<file path="src/rtl/dbg_host_pkg.sv">
// Constants shared by the serial debug host controller
package dbg_host_pkg;
  localparam int PKT_BITS = 17;
  localparam int DATA_BITS = 16;
  // Register offsets on the Avalon slave (byte addresses)
  localparam logic [3:0] OFF_CTRL = 4'h0;
  localparam logic [3:0] OFF_TXDATA = 4'h4;
  localparam logic [3:0] OFF_RXDATA = 4'h8;
  localparam logic [3:0] OFF_STATUS = 4'hc;
  // Control register fields
  localparam int CTRL_START = 0;
  localparam int CTRL_BREAKPOINT_REQUEST_N = 1;
  localparam int CTRL_DIVLO = 8;
  // Status register fields
  localparam int STAT_BUSY = 0;
  localparam int STAT_HALTED = 1;
  localparam int STAT_CODE_LO = 4;
  // Reset values
  localparam logic [7:0] DIV_RESET = 8'h05;
  localparam logic [15:0] DATA_RESET = 16'h0000;
  // Link timing, in system clocks
  localparam int HALF_MIN = 5;
  localparam int GAP_CYCLES = 32;
  // Halt recognition on the trace status bus
  localparam int HALT_NIBBLES = 9;
  localparam int HALT_BYTES = 5;
  localparam logic [7:0] HALT_BYTE = 8'hff;
  localparam logic [3:0] HALT_NIB = 4'hf;
  // Response words
  localparam logic [15:0] RESP_OK = 16'hffff;
  localparam logic [15:0] RESP_NOT_READY = 16'h0000;
  localparam logic [15:0] RESP_BUS_ERR = 16'h0001;
  localparam logic [15:0] RESP_ILLEGAL = 16'hffff;
  // Command word fields
  localparam int OPC_HI = 15;
  localparam int OPC_LO = 10;
  localparam int DIR_BIT = 8;
  localparam int SIZE_HI = 7;
  localparam int SIZE_LO = 6;
  typedef enum logic [2:0] {
    RSP_VALID, RSP_OK, RSP_NOT_READY, RSP_BUS_ERR, RSP_ILLEGAL, RSP_OTHER
  } resp_type;
endpackage : dbg_host_pkg

</file>
<file path="src/rtl/pin_sync.sv">
// Two-flop synchroniser for asynchronous input pins
`timescale 1ns/1ps
module pin_sync #(
  parameter int WIDTH = 1
) (
  input wire logic i_clk,
  input wire logic i_reset_n,
  input wire logic [WIDTH-1:0] i_async,
  output logic [WIDTH-1:0] o_sync
);
  logic [WIDTH-1:0] meta_reg;
  always_ff @(posedge i_clk or negedge i_reset_n) begin
    if (!i_reset_n) begin
      meta_reg <= '0;
      o_sync <= '0;
    end else begin
      meta_reg <= i_async;
      o_sync <= meta_reg;
    end
  end
endmodule : pin_sync

</file>
<file path="src/rtl/halt_detect.sv">
// Counts halt nibbles and bytes on the trace status bus
`timescale 1ns/1ps
module halt_detect
  import dbg_host_pkg::*;
(
  input wire logic i_clk,
  input wire logic i_reset_n,
  input wire logic i_edge,
  input wire logic [7:0] i_trace_status_data,
  output logic o_halted
);
  logic [3:0] nib_cnt_reg;
  logic [3:0] nib_cnt_next;
  logic [2:0] byte_cnt_reg;
  logic [2:0] byte_cnt_next;
  logic lo_f;
  logic byte_f;
  // A lone high 0xF nibble ends its run at the low nibble anyway
  assign lo_f = i_trace_status_data[3:0] == HALT_NIB;
  assign byte_f = i_trace_status_data == HALT_BYTE;
  // Running nibble count, high nibble before low in time
  always_comb begin
    nib_cnt_next = nib_cnt_reg;
    if (i_edge) begin
      if (byte_f) begin
        nib_cnt_next = (nib_cnt_reg >= 4'(HALT_NIBBLES - 2)) ?
          4'(HALT_NIBBLES) : nib_cnt_reg + 4'd2;
      end else if (lo_f) begin
        nib_cnt_next = 4'd1;
      end else begin
        nib_cnt_next = 4'd0;
      end
    end
  end
  always_comb begin
    byte_cnt_next = byte_cnt_reg;
    if (i_edge) begin
      if (!byte_f) begin
        byte_cnt_next = 3'd0;
      end else if (byte_cnt_reg < 3'(HALT_BYTES)) begin
        byte_cnt_next = byte_cnt_reg + 3'd1;
      end
    end
  end
  always_ff @(posedge i_clk or negedge i_reset_n) begin
    if (!i_reset_n) begin
      nib_cnt_reg <= '0;
      byte_cnt_reg <= '0;
    end else begin
      nib_cnt_reg <= nib_cnt_next;
      byte_cnt_reg <= byte_cnt_next;
    end
  end
  assign o_halted = (nib_cnt_reg >= 4'(HALT_NIBBLES)) ||
    (byte_cnt_reg >= 3'(HALT_BYTES));
  halt_on_edge_a: assert property (@(posedge i_clk)
    disable iff (!i_reset_n)
    !$past(i_edge) |-> $stable(o_halted))
    else $error("halt flag moved without a trace clock edge");
endmodule : halt_detect

</file>
<file path="src/rtl/dbg_serial_host.sv">
// Serial debug host: Avalon slave that drives the debug link pins
`timescale 1ns/1ps
module dbg_serial_host
  import dbg_host_pkg::*;
#(
  parameter int GAP = GAP_CYCLES
) (
  input wire logic i_clk,
  input wire logic i_reset_n,
  input wire logic [3:0] i_avs_address,
  input wire logic i_avs_read,
  input wire logic i_avs_write,
  input wire logic [31:0] i_avs_writedata,
  output logic [31:0] o_avs_readdata,
  output logic o_avs_waitrequest,
  output logic o_debug_serial_clock,
  output logic o_debug_serial_in,
  input wire logic i_debug_serial_out,
  input wire logic i_trace_clock,
  input wire logic [7:0] i_trace_status_data,
  output logic o_breakpoint_request_n
);
  typedef enum logic [2:0] {
    ST_IDLE, ST_SETUP, ST_HIGH, ST_LOW, ST_GAP
  } state_type;
  state_type state_reg;
  state_type state_next;
  logic [9:0] sync_out;
  logic dso_s;
  logic tclk_s;
  logic [7:0] tsd_s;
  logic tclk_d_reg;
  logic tclk_rise;
  logic halted;
  logic [7:0] div_reg;
  logic breakpoint_request_n_reg;
  logic [15:0] tx_reg;
  logic [16:0] shift_out_reg;
  logic [16:0] shift_out_next;
  logic [16:0] rx_reg;
  logic [16:0] rx_next;
  logic [16:0] rx_last_reg;
  logic [4:0] bit_cnt_reg;
  logic [4:0] bit_cnt_next;
  logic [7:0] tmr_reg;
  logic [7:0] tmr_next;
  logic sclk_reg;
  logic sclk_next;
  logic busy;
  logic start;
  logic wr_ctrl;
  logic wr_tx;
  logic addr_ok;
  logic [7:0] half_len;
  resp_type resp_code;
  logic [31:0] status_word;
  logic [31:0] rd_mux;
  logic [7:0] gap_len;
  logic rd_done_reg;
  logic rd_take;

  pin_sync #(.WIDTH(10)) u_sync (
    .i_clk(i_clk),
    .i_reset_n(i_reset_n),
    .i_async({i_debug_serial_out, i_trace_clock, i_trace_status_data}),
    .o_sync(sync_out)
  );
  assign dso_s = sync_out[9];
  assign tclk_s = sync_out[8];
  assign tsd_s = sync_out[7:0];
  assign tclk_rise = tclk_s && !tclk_d_reg;

  halt_detect u_halt (
    .i_clk(i_clk),
    .i_reset_n(i_reset_n),
    .i_edge(tclk_rise),
    .i_trace_status_data(tsd_s),
    .o_halted(halted)
  );

  // Decodes a response packet into its meaning
  function automatic resp_type decode_resp(input logic [16:0] pkt);
    resp_type r;
    r = RSP_OTHER;
    if (!pkt[16]) begin
      r = (pkt[15:0] == RESP_OK) ? RSP_OK : RSP_VALID;
    end else if (pkt[15:0] == RESP_NOT_READY) begin
      r = RSP_NOT_READY;
    end else if (pkt[15:0] == RESP_BUS_ERR) begin
      r = RSP_BUS_ERR;
    end else if (pkt[15:0] == RESP_ILLEGAL) begin
      r = RSP_ILLEGAL;
    end
    return r;
  endfunction : decode_resp
  assign resp_code = decode_resp(rx_last_reg);

  // Reads wait one cycle so the registered data stands at the answer edge
  assign rd_take = i_avs_read && !rd_done_reg;
  assign o_avs_waitrequest = rd_take;
  assign addr_ok = i_avs_address[1:0] == 2'b00;
  assign wr_ctrl = i_avs_write && addr_ok && i_avs_address == OFF_CTRL;
  assign wr_tx = i_avs_write && addr_ok && i_avs_address == OFF_TXDATA;
  assign start = wr_ctrl && i_avs_writedata[CTRL_START] && !busy;
  assign busy = state_reg != ST_IDLE;
  // Divider below the minimum would break the one-fifth limit
  assign half_len = (div_reg < 8'(HALF_MIN)) ? 8'(HALF_MIN) : div_reg;
  assign gap_len = 8'(GAP);
  assign status_word = {25'h000_0000, resp_code, 2'b00, halted, busy};
  assign rd_mux = (i_avs_address == OFF_CTRL) ?
      {16'h0000, div_reg, 6'h00, breakpoint_request_n_reg, 1'b0} :
    (i_avs_address == OFF_TXDATA) ? {16'h0000, tx_reg} :
    (i_avs_address == OFF_RXDATA) ? {15'h0000, rx_last_reg} :
    (i_avs_address == OFF_STATUS) ? status_word : 32'h0000_0000;

  always_comb begin
    state_next = state_reg;
    shift_out_next = shift_out_reg;
    rx_next = rx_reg;
    bit_cnt_next = bit_cnt_reg;
    tmr_next = tmr_reg;
    sclk_next = sclk_reg;
    unique case (state_reg)
      ST_IDLE: begin
        if (start) begin
          shift_out_next = {1'b0, tx_reg};
          bit_cnt_next = 5'(PKT_BITS);
          tmr_next = half_len;
          state_next = ST_SETUP;
        end
      end
      ST_SETUP: begin
        // Data settles before the clock rises
        tmr_next = tmr_reg - 8'd1;
        if (tmr_reg == 8'd1) begin
          sclk_next = 1'b1;
          tmr_next = half_len;
          state_next = ST_HIGH;
        end
      end
      ST_HIGH: begin
        tmr_next = tmr_reg - 8'd1;
        if (tmr_reg == 8'd1) begin
          // Sample late so the device output has moved
          rx_next = {rx_reg[15:0], dso_s};
          sclk_next = 1'b0;
          bit_cnt_next = bit_cnt_reg - 5'd1;
          tmr_next = half_len;
          state_next = ST_LOW;
        end
      end
      ST_LOW: begin
        tmr_next = tmr_reg - 8'd1;
        if (tmr_reg == 8'd1) begin
          if (bit_cnt_reg == 5'd0) begin
            tmr_next = gap_len;
            state_next = ST_GAP;
          end else begin
            shift_out_next = {shift_out_reg[15:0], 1'b0};
            tmr_next = half_len;
            state_next = ST_SETUP;
          end
        end
      end
      ST_GAP: begin
        tmr_next = tmr_reg - 8'd1;
        if (tmr_reg == 8'd1) begin
          state_next = ST_IDLE;
        end
      end
      default: begin
        state_next = ST_IDLE;
      end
    endcase
  end

  always_ff @(posedge i_clk or negedge i_reset_n) begin
    if (!i_reset_n) begin
      state_reg <= ST_IDLE;
      shift_out_reg <= '0;
      rx_reg <= '0;
      bit_cnt_reg <= '0;
      tmr_reg <= '0;
      sclk_reg <= 1'b0;
      tclk_d_reg <= 1'b0;
    end else begin
      state_reg <= state_next;
      shift_out_reg <= shift_out_next;
      rx_reg <= rx_next;
      bit_cnt_reg <= bit_cnt_next;
      tmr_reg <= tmr_next;
      sclk_reg <= sclk_next;
      tclk_d_reg <= tclk_s;
    end
  end

  always_ff @(posedge i_clk or negedge i_reset_n) begin
    if (!i_reset_n) begin
      div_reg <= DIV_RESET;
      breakpoint_request_n_reg <= 1'b0;
      tx_reg <= DATA_RESET;
      rx_last_reg <= '0;
    end else begin
      if (wr_ctrl) begin
        div_reg <= i_avs_writedata[CTRL_DIVLO +: 8];
        breakpoint_request_n_reg <= i_avs_writedata[CTRL_BREAKPOINT_REQUEST_N];
      end
      if (wr_tx && !busy) begin
        tx_reg <= i_avs_writedata[15:0];
      end
      if (state_reg == ST_LOW && state_next == ST_GAP) begin
        rx_last_reg <= rx_reg;
      end
    end
  end

  // Writes need no wait; a read is answered on its second cycle
  always_ff @(posedge i_clk or negedge i_reset_n) begin
    if (!i_reset_n) begin
      rd_done_reg <= 1'b0;
      o_avs_readdata <= '0;
    end else begin
      rd_done_reg <= rd_take;
      if (rd_take) begin
        o_avs_readdata <= rd_mux;
      end
    end
  end

  assign o_debug_serial_clock = sclk_reg;
  assign o_debug_serial_in = shift_out_reg[16];
  // Request line to the device; it owns
  assign o_breakpoint_request_n = !breakpoint_request_n_reg;

  // Helper: cycles the clock has stayed high
  logic [7:0] high_cnt_reg;
  always_ff @(posedge i_clk or negedge i_reset_n) begin
    if (!i_reset_n) begin
      high_cnt_reg <= '0;
    end else begin
      high_cnt_reg <= sclk_reg ? high_cnt_reg + 8'd1 : 8'd0;
    end
  end

  lead_zero_a: assert property (@(posedge i_clk)
    disable iff (!i_reset_n)
    (state_reg == ST_IDLE && start) |=> !o_debug_serial_in)
    else $error("leading status bit not zero");
  clk_low_a: assert property (@(posedge i_clk)
    disable iff (!i_reset_n)
    $fell(o_debug_serial_clock) |-> ##1 !o_debug_serial_clock [*4])
    else $error("serial clock low phase too short");
  clk_high_a: assert property (@(posedge i_clk)
    disable iff (!i_reset_n)
    $fell(o_debug_serial_clock) |-> $past(high_cnt_reg) >= 8'd4)
    else $error("serial clock high phase too short");
  data_stable_a: assert property (@(posedge i_clk)
    disable iff (!i_reset_n)
    o_debug_serial_clock |-> $stable(o_debug_serial_in))
    else $error("data in changed while clock high");
  bit_count_a: assert property (@(posedge i_clk)
    disable iff (!i_reset_n)
    (state_reg == ST_IDLE && start) |=> bit_cnt_reg == 5'd17)
    else $error("packet length not seventeen");
  gap_wait_a: assert property (@(posedge i_clk)
    disable iff (!i_reset_n)
    (state_reg == ST_LOW && state_next == ST_GAP) |=>
      busy [*8])
    else $error("next transfer allowed too early");
  clock_idle_a: assert property (@(posedge i_clk)
    disable iff (!i_reset_n)
    (state_reg == ST_GAP || state_reg == ST_IDLE) |-> !o_debug_serial_clock)
    else $error("serial clock high outside packet");
  resp_err_a: assert property (@(posedge i_clk)
    disable iff (!i_reset_n)
    (rx_last_reg == 17'h1_0001) |-> resp_code == RSP_BUS_ERR)
    else $error("bus error response misdecoded");
  read_wait_a: assert property (@(posedge i_clk)
    disable iff (!i_reset_n)
    $rose(i_avs_read) |-> o_avs_waitrequest)
    else $error("read answered before its data stood");
  read_hold_a: assert property (@(posedge i_clk)
    disable iff (!i_reset_n)
    (i_avs_read && !o_avs_waitrequest) |=> $stable(o_avs_readdata))
    else $error("read data moved after the answer edge");
endmodule : dbg_serial_host

</file>
<file path="config.mk">
export PLATFORM = sky130hd
export DESIGN_NAME = dbg_serial_host
export DESIGN_NICKNAME = d
export VERILOG_FILES = /design/src/rtl/dbg_host_pkg.sv /design/src/rtl/pin_sync.sv /design/src/rtl/halt_detect.sv /design/src/rtl/dbg_serial_host.sv
export SDC_FILE = /design/constraint.sdc
export NUM_CORES = 1
export LEC_CHECK = 0
export BUFFER_PORTS_ARGS = -buffer_cell sky130_fd_sc_hd__buf_2
export CAP_MARGIN = 20
export CORE_UTILIZATION = 35
export DETAILED_ROUTE_END_ITERATION = 7
export PLACE_DENSITY = 0.62
export SYNTH_ARGS = -nofsm -noshare
export SYNTH_HDL_FRONTEND = slang
export SYNTH_SLANG_ARGS = --single-unit
</file>
<file path="constraint.sdc">
create_clock -name i_clk -period 2.14 [get_ports i_clk]
set_input_delay 0.535 -clock i_clk [delete_from_list [all_inputs] [get_ports i_clk]]
set_output_delay 0.535 -clock i_clk [all_outputs]
set_load 0.03 [all_outputs]
</file>
==> results of run 1 <==
## metrics by stage
step	instances	hold slack [ns]	worst slack, ns	util, %	setup TNS, ns
global placement	843	0.331	0.113	39.9	0
finish	875	0.0357	0.0254	43.3	0
global route	875	0.0635	-0.00776	43.3	-0.00776
CTS	875	0.0540	0.0142	43.2	0
floorplan	572	0.239	0.233	-	0
detailed placement	843	0.337	0.0484	39.9	0
## cells by family (layout without fill, tap and decap cells)
| group | Yosys count | count (layout) | synth area share (%) |
|---|---|---|---|
| flops | 139 | 139 | 55.3 |
| fa+ha+maj | 7 | 7 | 1.39 |
| buf+inv | 57 | 135 | 4.89 |
| other cells | 1 | 15 | 0.0595 |
| compound gates | 108 | 108 | 12.0 |
| xor+xnor | 8 | 8 | 1.11 |
| simple gates | 171 | 171 | 13.4 |
| mux | 67 | 67 | 11.8 |
## layout make-up
class | instances | area (um2)
repair buffers | 85 | 559
inverters | 18 | 67.6
fillers | 1640 | 9870
well taps | 225 | 282
flip-flops and latches | 139 | 3480
clock buffers | 17 | 425
multi-input cells | 376 | 2590
clock inverters | 15 | 145
## layout by cell type, fill, tap and decap left out, types with 11 or more instances in the layout
cell type  instances
buf_2             53
buf_4             27
nand2_1           70
dfrtp_1          137
conb_1            15
a21oi_1           25
mux2_2            58
clkbuf_16         17
o21ai_0           27
nor2_1            43
a31oi_2           11
inv_1             18
## worst reg2reg max path: stages, from the launching register on
cell,delay [ns]
dfrtp_1,0.42
or4_4,0.56
nor4_4,0.17
nand3_1,0.15
a222oi_1,0.57
o21ai_1,0.12
## worst max-delay path by stage
| stage | slack [ns] | to | cells after the start |
|---|---|---|---|
| after global routing | -0.008 | o_avs_readdata[6] | 5 |
| after floorplan | 0.23 | shift_out_reg[10] | 5 |
| after global placement | 0.11 | tmr_reg[0] | 6 |
| after detailed placement | 0.05 | tmr_reg[2] | 7 |
| after CTS | 0.01 | tmr_reg[1] | 7 |
| final | 0.03 | o_avs_readdata[6] | 5 |
## routing by layer
metal	GRT usage, %	vias to the layer above	share of wire (%)
met5	0	-	0
met4	6.42	0	1.9
met3	4.51	21	4.3
met2	27.9	95	49
met1	21.6	2266	45
li1	-	2110	-
## power breakdown
| group | leakage (nW) | internal (W) | total (W) | switching [W] |
|---|---|---|---|---|
| Combinational | 1.42 | 0.000931 | 0.00210 | 0.00117 |
| Clock | 0.281 | 0.00155 | 0.00284 | 0.00129 |
| Sequential | 1.77 | 0.00315 | 0.00363 | 0.000474 |
## what timing repair did
action	in CTS	in global routing
endpoints found under the setup margin	0	7
resized for setup	0	6
endpoints found under the hold margin	0	0
setup buffers	0	0
==> results.md, run 1 <==
* Crit-path cells: or4_4 > nor4_4 > nand3_1 > a222oi_1 > o21ai_1
* Drt pass-1 iters at 5
* Die H at 136 um
* Starting DRT DRC Count at 274
* Post-Syn Area per Cell at 11.3 um2
* Post-route DRC at 0
* Via count at 4492
* Worst-margin pin slew at 0.570 ns
* Seq cells post-synth at 139
* CTS sink count at 139
* Skew-Pair Late Insertion Delay at 0.43 ns
* Largest net degree at the start of global routing at 50
* CP Capture Type: flip-flop
* Post-synth EDFFs at 0
* Slew HR at 62.0%
* Antenna cell count at 0
* Worst-case clock buffer depth at 2
* RSZ-0062 raised after global routing: yes
* Initial core utilization at 36.2%
* R2r endpoint: o_avs_readdata[6]
* Largest stage delay on the critical path at 0.56 ns
* LEAKAGE at 3.47 nW
* Ports at 86
* Number of max-slew violations in the final report at 0
* Num CTS Buffers at 17
* Vias in the first global route at 4736
* Layout net count at 694
* Grt total ovfl at 0
* Critical Path Source Type: flip-flop
* Synth cell types at 60
* HPWL after DPL at 10.3 mm
* VDD IR max at 0.000768 V
* Worst-case reg-to-reg path depth at 5
* Syn Std Cell Area at 6300 um2
* Post-synth top cells: dfrtp_1, nand2_1, mux2_2, nor2_1, o21ai_0
* Seq/Total Area, Yosys at 55.3%
* Share of layout cells above drive strength 1 at 31.2%
* Placed Instance Area at 6950 um2
* Crit Path Class: flip-flop to flip-flop
* Area grow syn2layout at 19.8%
* Post-Route WL at 14.3 mm
* Worst Path Required at 2.43 ns
* Max FO, Critical Path at 4
* Worst-path clk slew at 0.07 ns
* Hold Path Class: input pin to async pin
* Max Freq at 473 MHz
* Min Tclk post-route at 2.11 ns
* Clock tree root driver cell: clkbuf_16
* H-tree depth at 4
* YS warnings at 0
* First-pass GRT wire length at 23.9 mm
* Status: finished, final reports clean
* Die area at 18500 um2
* Async set or reset register ratio after synthesis at 100%
* Cell with the most instances after synthesis: dfrtp_1
* TritonCTS clock tree: built
* Pwr Density at 1130 nW/um2
* Delay-heaviest family, CP: simple AND/OR/NAND/NOR gates
* Synth top area cells: dfrtp_1, mux2_2, nand2_1
* RR Startpoint: rx_last_reg[8]
* Most common flop cell mapped by yosys: dfrtp_1
* Mapped Cells at 558
* Cell Rows at 48
* Crit path DAT at 2.41 ns
* RePlAce Congestion at 0.835
* Slowest cell on the critical path: or4_4
* Setup Viol. Count Final at 0
* Vias per cell at 5.13
* Tot Pwr at 0.00857 W
* Core Region at 17400 um2
* Critical Path Start: rx_last_reg[8]
* Tcrit/Tclk final at 98.8%
* Cell taking the most area after synthesis: dfrtp_1
* Worst R2R Setup Slack at 0.03 ns
* Max Cap Viol at 0
* Synth top area share at 54.4%
* Hold buffers post-CTS at 0
* Average wire per standard cell at 16.3 um
* Die W at 136 um
* Buf+Inv Stages, Crit Path at 0
* Initial antenna violation count at 0
* Detail Route Antenna Nets at 0
* GRT Total Usage at 17.1%
* Clock skew at 0.00713 ns
* Count of final hold-check violations at 0
* Post-layout instance area at 7550 um2
* Port Buffers at 54
No activity file was read; power rests on OpenSTA's default activity.
==> inputs of run 2 (changes only) <==
- CTS_CLUSTER_SIZE: default -> 30
- SETUP_SLACK_MARGIN: default -> 0.05
==> run 2 against run 1 <==
Against the previous run: via count up 0.42%; cell count up 0.23%; non-clock buffer count up 2; utilization up 0.14 points; sequential power about the same; clock power about the same; cell area up 0.33%; setup slack better by 0.059 ns; critical path depth unchanged; count of clock-buffer cells in the layout unchanged; hold slack better by 0.0067 ns; die area unchanged; critical endpoint unchanged.
==> results.md, run 2 (synthesis results as in run 1) <==
* Status: finished, final reports clean
* Slowest cell on the critical path: or4_4
* VDD IR max at 0.000768 V
* Share of layout cells above drive strength 1 at 31.7%
* GRT Total Usage at 17.1%
* Metal3 WL at 640 um
* Num CTS Buffers at 17
* TritonCTS clock tree: built
* RSZ-0062 raised after global routing: yes
* TNS Setup at 0 ns
* Ports at 86
* Worst R2R Setup Slack at 0.08 ns
* Multi-input logic area at 2600 um2
* Clock skew at 0.0114 ns
* Area grow syn2layout at 20.2%
* Storage cell area at 3480 um2
* Finished Layout Cells at 877
* First-pass GRT wire length at 23.9 mm
* Worst Path Required at 2.43 ns
* Vias per cell at 5.14
* Die W at 136 um
* Crit-path cells: or4_4 > nor4_4 > nand3_1 > a222oi_1 > o21ai_1
* Commonest non-fill, non-tap cell in the layout: dfrtp_1
* Total of fill cells in the finished design at 1639
* LEAKAGE at 3.48 nW
* Average wire per standard cell at 16.3 um
* Metal2 WL at 7.03 mm
* Pwr Density at 1130 nW/um2
* Setup Viol. Count Final at 0
* Max Cap Viol at 0
* Worst-path clk slew at 0.07 ns
* Number of max-slew violations in the final report at 0
* Port Buffers at 54
* Crit Path Class: flip-flop to flip-flop
* Die H at 136 um
* Max Freq at 486 MHz
* Max FO, Critical Path at 4
* Initial core utilization at 36.2%
* Cell Rows at 48
* Hold buffers post-CTS at 0
* Largest stage delay on the critical path at 0.55 ns
* Grt total ovfl at 0
* Count of final hold-check violations at 0
* Initial antenna violation count at 0
* Post-route DRC at 0
* Most frequent cells in the layout: dfrtp_1, nand2_1, mux2_2
* Worst-margin pin slew at 0.540 ns
* Metal-1 WL at 6.43 mm
* Post-Route WL at 14.3 mm
* Clock tree root driver cell: clkbuf_16
* Die area at 18500 um2
* Crit path DAT at 2.35 ns
* Min Tclk post-route at 2.06 ns
* R2r endpoint: o_avs_readdata[6]
* Largest net degree at the start of global routing at 50
* Hold Path Class: input pin to async pin
* Slew HR at 64.0%
* CP Capture Type: flip-flop
* Detail Route Antenna Nets at 0
* Starting DRT DRC Count at 303
* Critical Path Source Type: flip-flop
* Tcrit/Tclk final at 96.1%
* RePlAce Congestion at 0.835
* Worst-case clock buffer depth at 2
* Via count at 4511
* Vias in the first global route at 4736
* Skew-Pair Late Insertion Delay at 0.43 ns
* Layout net count at 696
* Worst-case reg-to-reg path depth at 5
* CTS sink count at 139
* Highest Signal Layer: met4
* H-tree depth at 4
* Antenna cell count at 0
* Cell total after placement at 843
* HPWL after DPL at 10.3 mm
* RR Startpoint: rx_last_reg[7]
* Core Region at 17400 um2
* Drt pass-1 iters at 6
-- run 2: cell count changes in the layout (fill, tap and decap cells not counted), sizes merged --
cell	before	now
buf	85	87
-- run 2: how the worst max path moves through the flow --
stage	slack (ns)	to	from
final	0.08	o_avs_readdata[6]	rx_last_reg[7]
after global routing	0.04	o_avs_readdata[6]	rx_last_reg[8]
after CTS	0.08	o_avs_readdata[6]	rx_last_reg[8]
after global placement	0.11	tmr_reg[0]	tmr_reg[0]
after detailed placement	0.05	tmr_reg[2]	tmr_reg[1]
after floorplan	0.23	shift_out_reg[10]	i_avs_address[1]
-- run 2: metal layers --
layer  vias to the layer above  GRT usage [%]
li1                       2114              -
met1                      2281           21.6
met2                        99           27.9
met3                        17           4.51
met4                         0           6.42
met5                         -              0
-- run 2: area by class of cell --
| class | instances | area share (%) |
|---|---|---|
| clock buffers | 17 | 5.62 |
| clock inverters | 15 | 1.92 |
| inverters | 18 | 0.892 |
| multi-input cells | 376 | 34.3 |
| flip-flops and latches | 139 | 46.0 |
| well taps | 225 | 3.72 |
| repair buffers | 87 | 7.58 |
-- run 2: power by group --
part	internal (W)	switching, W
Clock	0.00155	0.00128
Combinational	0.000935	0.00118
Sequential	0.00316	0.000476
Total	0.00564	0.00293
-- run 2: repair_timing --
action,CTS,global route
hold endpoints to repair,0,0
buffers inserted,0,2
gates resized for setup,2,6
gates cloned,0,0
pin swaps,1,2
endpoints found under the setup margin,5,26
-- run 2: metrics by stage --
step	instance area (um2)	utilization (%)	hold slack, ns	setup WS (ns)	power [W]
2_1_floorplan	6350	-	0.239	0.233	0.00506
3_3_place_gp	6950	39.9	0.331	0.113	0.00567
3_5_place_dp	6950	39.9	0.337	0.0484	0.00578
4_1_cts	7530	43.3	0.0540	0.0760	0.00865
5_1_grt	7570	43.5	0.0635	0.0401	0.00907
6_report	7570	43.5	0.0424	0.0841	0.00857
-- run 2: worst max-delay path: cells and delay by family, from the launching register on --
kind | cells | cell delay, ns
and+or+nand+nor | 3 | 0.87
AOI/OAI and AO/OA | 2 | 0.63
DFF | 1 | 0.42
==> inputs of run 3 (changes only) <==
- CORE_UTILIZATION: 35 -> 57
- PLACE_DENSITY: 0.62 -> 0.88
==> run 3 against run 2 <==
Against the previous run: utilization increased by 25 points; first-iteration DRC count rose by 39%; combinational power fell by 2%; total power increased by 2.3%; critical endpoint is now tmr_reg[0]; largest cell class unchanged; highest routed layer unchanged.
==> results.md, run 3 (synthesis results as in run 1) <==
* Worst Path Required at 2.59 ns
* Post-layout instance area at 7440 um2
* CP Capture Type: flip-flop
* Port Buffers at 54
* Max Cap Viol at 0
* LEAKAGE at 3.45 nW
* Drt pass-1 iters at 5
* Placed Instance Area at 6790 um2
* Grt total ovfl at 0
* Initial antenna violation count at 0
* GR Util met3 at 6.63%
* GRT Total Usage at 27.2%
* Routing usage on met1 at 33.9%
* Commonest non-fill, non-tap cell in the layout: dfrtp_1
* Met2 Usage GRT at 45.4%
* Ports at 86
* Setup Viol. Count Final at 0
* Post-route DRC at 0
* Starting DRT DRC Count at 420
* Vias per cell at 5.88
* Area grow syn2layout at 18.1%
* Min Tclk post-route at 2.05 ns
* Status: finished, final reports clean
* Slew HR at 41.1%
* Post-Route WL at 14.2 mm
* Critical Path Source Type: flip-flop
* CTS sink count at 139
* Pwr Density at 1180 nW/um2
* Die H at 107 um
* Average wire per standard cell at 18.1 um
* GRT busiest layer: met2
* Total of fill cells in the finished design at 694
* Crit path DAT at 2.50 ns
* TritonCTS clock tree: built
* VDD IR max at 0.000819 V
* Tcrit/Tclk final at 95.6%
* Count of final hold-check violations at 0
* RePlAce Congestion at 0.882
* H-tree depth at 4
* Via count at 4619
* Hold Path Class: input pin to flip-flop
* Share of layout cells above drive strength 1 at 30.1%
* Worst-path clk slew at 0.06 ns
* Layout net count at 689
* Clock tree root driver cell: clkbuf_8
* Core Region at 10800 um2
* Skew-Pair Late Insertion Delay at 0.55 ns
* Vias in the first global route at 4737
* Multi-input logic area at 2580 um2
* RSZ-0062 raised after global routing: yes
* Worst-case clock buffer depth at 2
* TNS Setup at 0 ns
* Largest net degree at the start of global routing at 50
* Most frequent cells in the layout: dfrtp_1, nand2_1, mux2_2
* HPWL after DPL at 9.49 mm
* Max FO, Critical Path at 6
* Crit Path Class: flip-flop to flip-flop
* First-pass GRT wire length at 23.3 mm
* Die W at 107 um
* Tot Pwr at 0.00877 W
* Initial core utilization at 58.4%
* Antenna cell count at 0
* Worst-margin pin slew at 0.881 ns
* Num CTS Buffers at 17
* Number of max-slew violations in the final report at 0
* Max Freq at 489 MHz
* Hold_ws at 0.0950 ns
* Storage cell area at 3480 um2
* Cell Rows at 38
* Die area at 11500 um2
* Detail Route Antenna Nets at 0
* Clock skew at 0.00881 ns
-- run 3: changes by cell type in the layout (fill, tap and decap cells not counted), sizes merged --
cell	before	now
buf	87	79
bufinv	0	4
clkbuf	17	22
clkinv	4	2
clkinvlp	1	3
dlygate4sd3	0	1
inv	28	19
-- run 3: where the power goes --
| group | leakage (nW) | internal [W] | switching, W |
|---|---|---|---|
| logic | 1.39 | 0.000905 | 0.00116 |
| clock network | 0.286 | 0.00193 | 0.00110 |
| registers | 1.77 | 0.00316 | 0.000517 |
| total | 3.45 | 0.00599 | 0.00278 |
-- run 3: area by class of cell --
cell class / count / share of cell area, %
inverter: 18 / 0.908
clock buffer: 22 / 5.95
timing repair buffer: 80 / 7.05
clock inverter: 10 / 2.22
tap: 140 / 2.35
sequential: 139 / 46.8
multi-input combinational: 376 / 34.7
-- run 3: final timing paths --
kind                       cells after the start               start  slack [ns]            endpoint
max                                            7          tmr_reg[1]        0.09          tmr_reg[0]
min                                            1       i_trace_clock        0.09  u_sync.meta_reg[8]
max reg2reg                                    7          tmr_reg[1]        0.09          tmr_reg[0]
min reg2reg                                    0  u_sync.meta_reg[6]        0.35    u_sync.o_sync[6]
max in group asynchronous                      3           i_reset_n        0.98          div_reg[2]
min in group asynchronous                      2           i_reset_n        0.50   shift_out_reg[10]
-- run 3: through the flow --
step,utilization [%],std cells,worst slack (ns)
after floorplan,-,572,0.233
after global placement,62.9,751,0.0649
after detailed placement,62.9,751,0.00632
after CTS,68.7,784,0.150
after global routing,68.9,785,-0.0456
final,68.9,785,0.0933
-- run 3: worst max-delay path: stages (launching register included) --
cell and delay (ns):
dfrtp_1 0.42, inv_1 0.10, ha_1 0.14, nor3b_2 0.28, nand2_1 0.12, a2111oi_1 0.54, nor3_2 0.15, o221ai_1 0.20
-- run 3: per-layer routing --
metal	share of wire, %	vias up
li1	-	2101
met1	40	2310
met2	51	174
met3	5.4	34
met4	3.0	0
met5	0	-
-- run 3: repair_timing --
| action | CTS | global route |
|---|---|---|
| setup buffers | 0 | 1 |
| hold buffers | 1 | 0 |
| pin swaps | 0 | 1 |
| endpoints found under the setup margin | 10 | 12 |
| resized for setup | 2 | 5 |
| hold endpoints to repair | 44 | 0 |
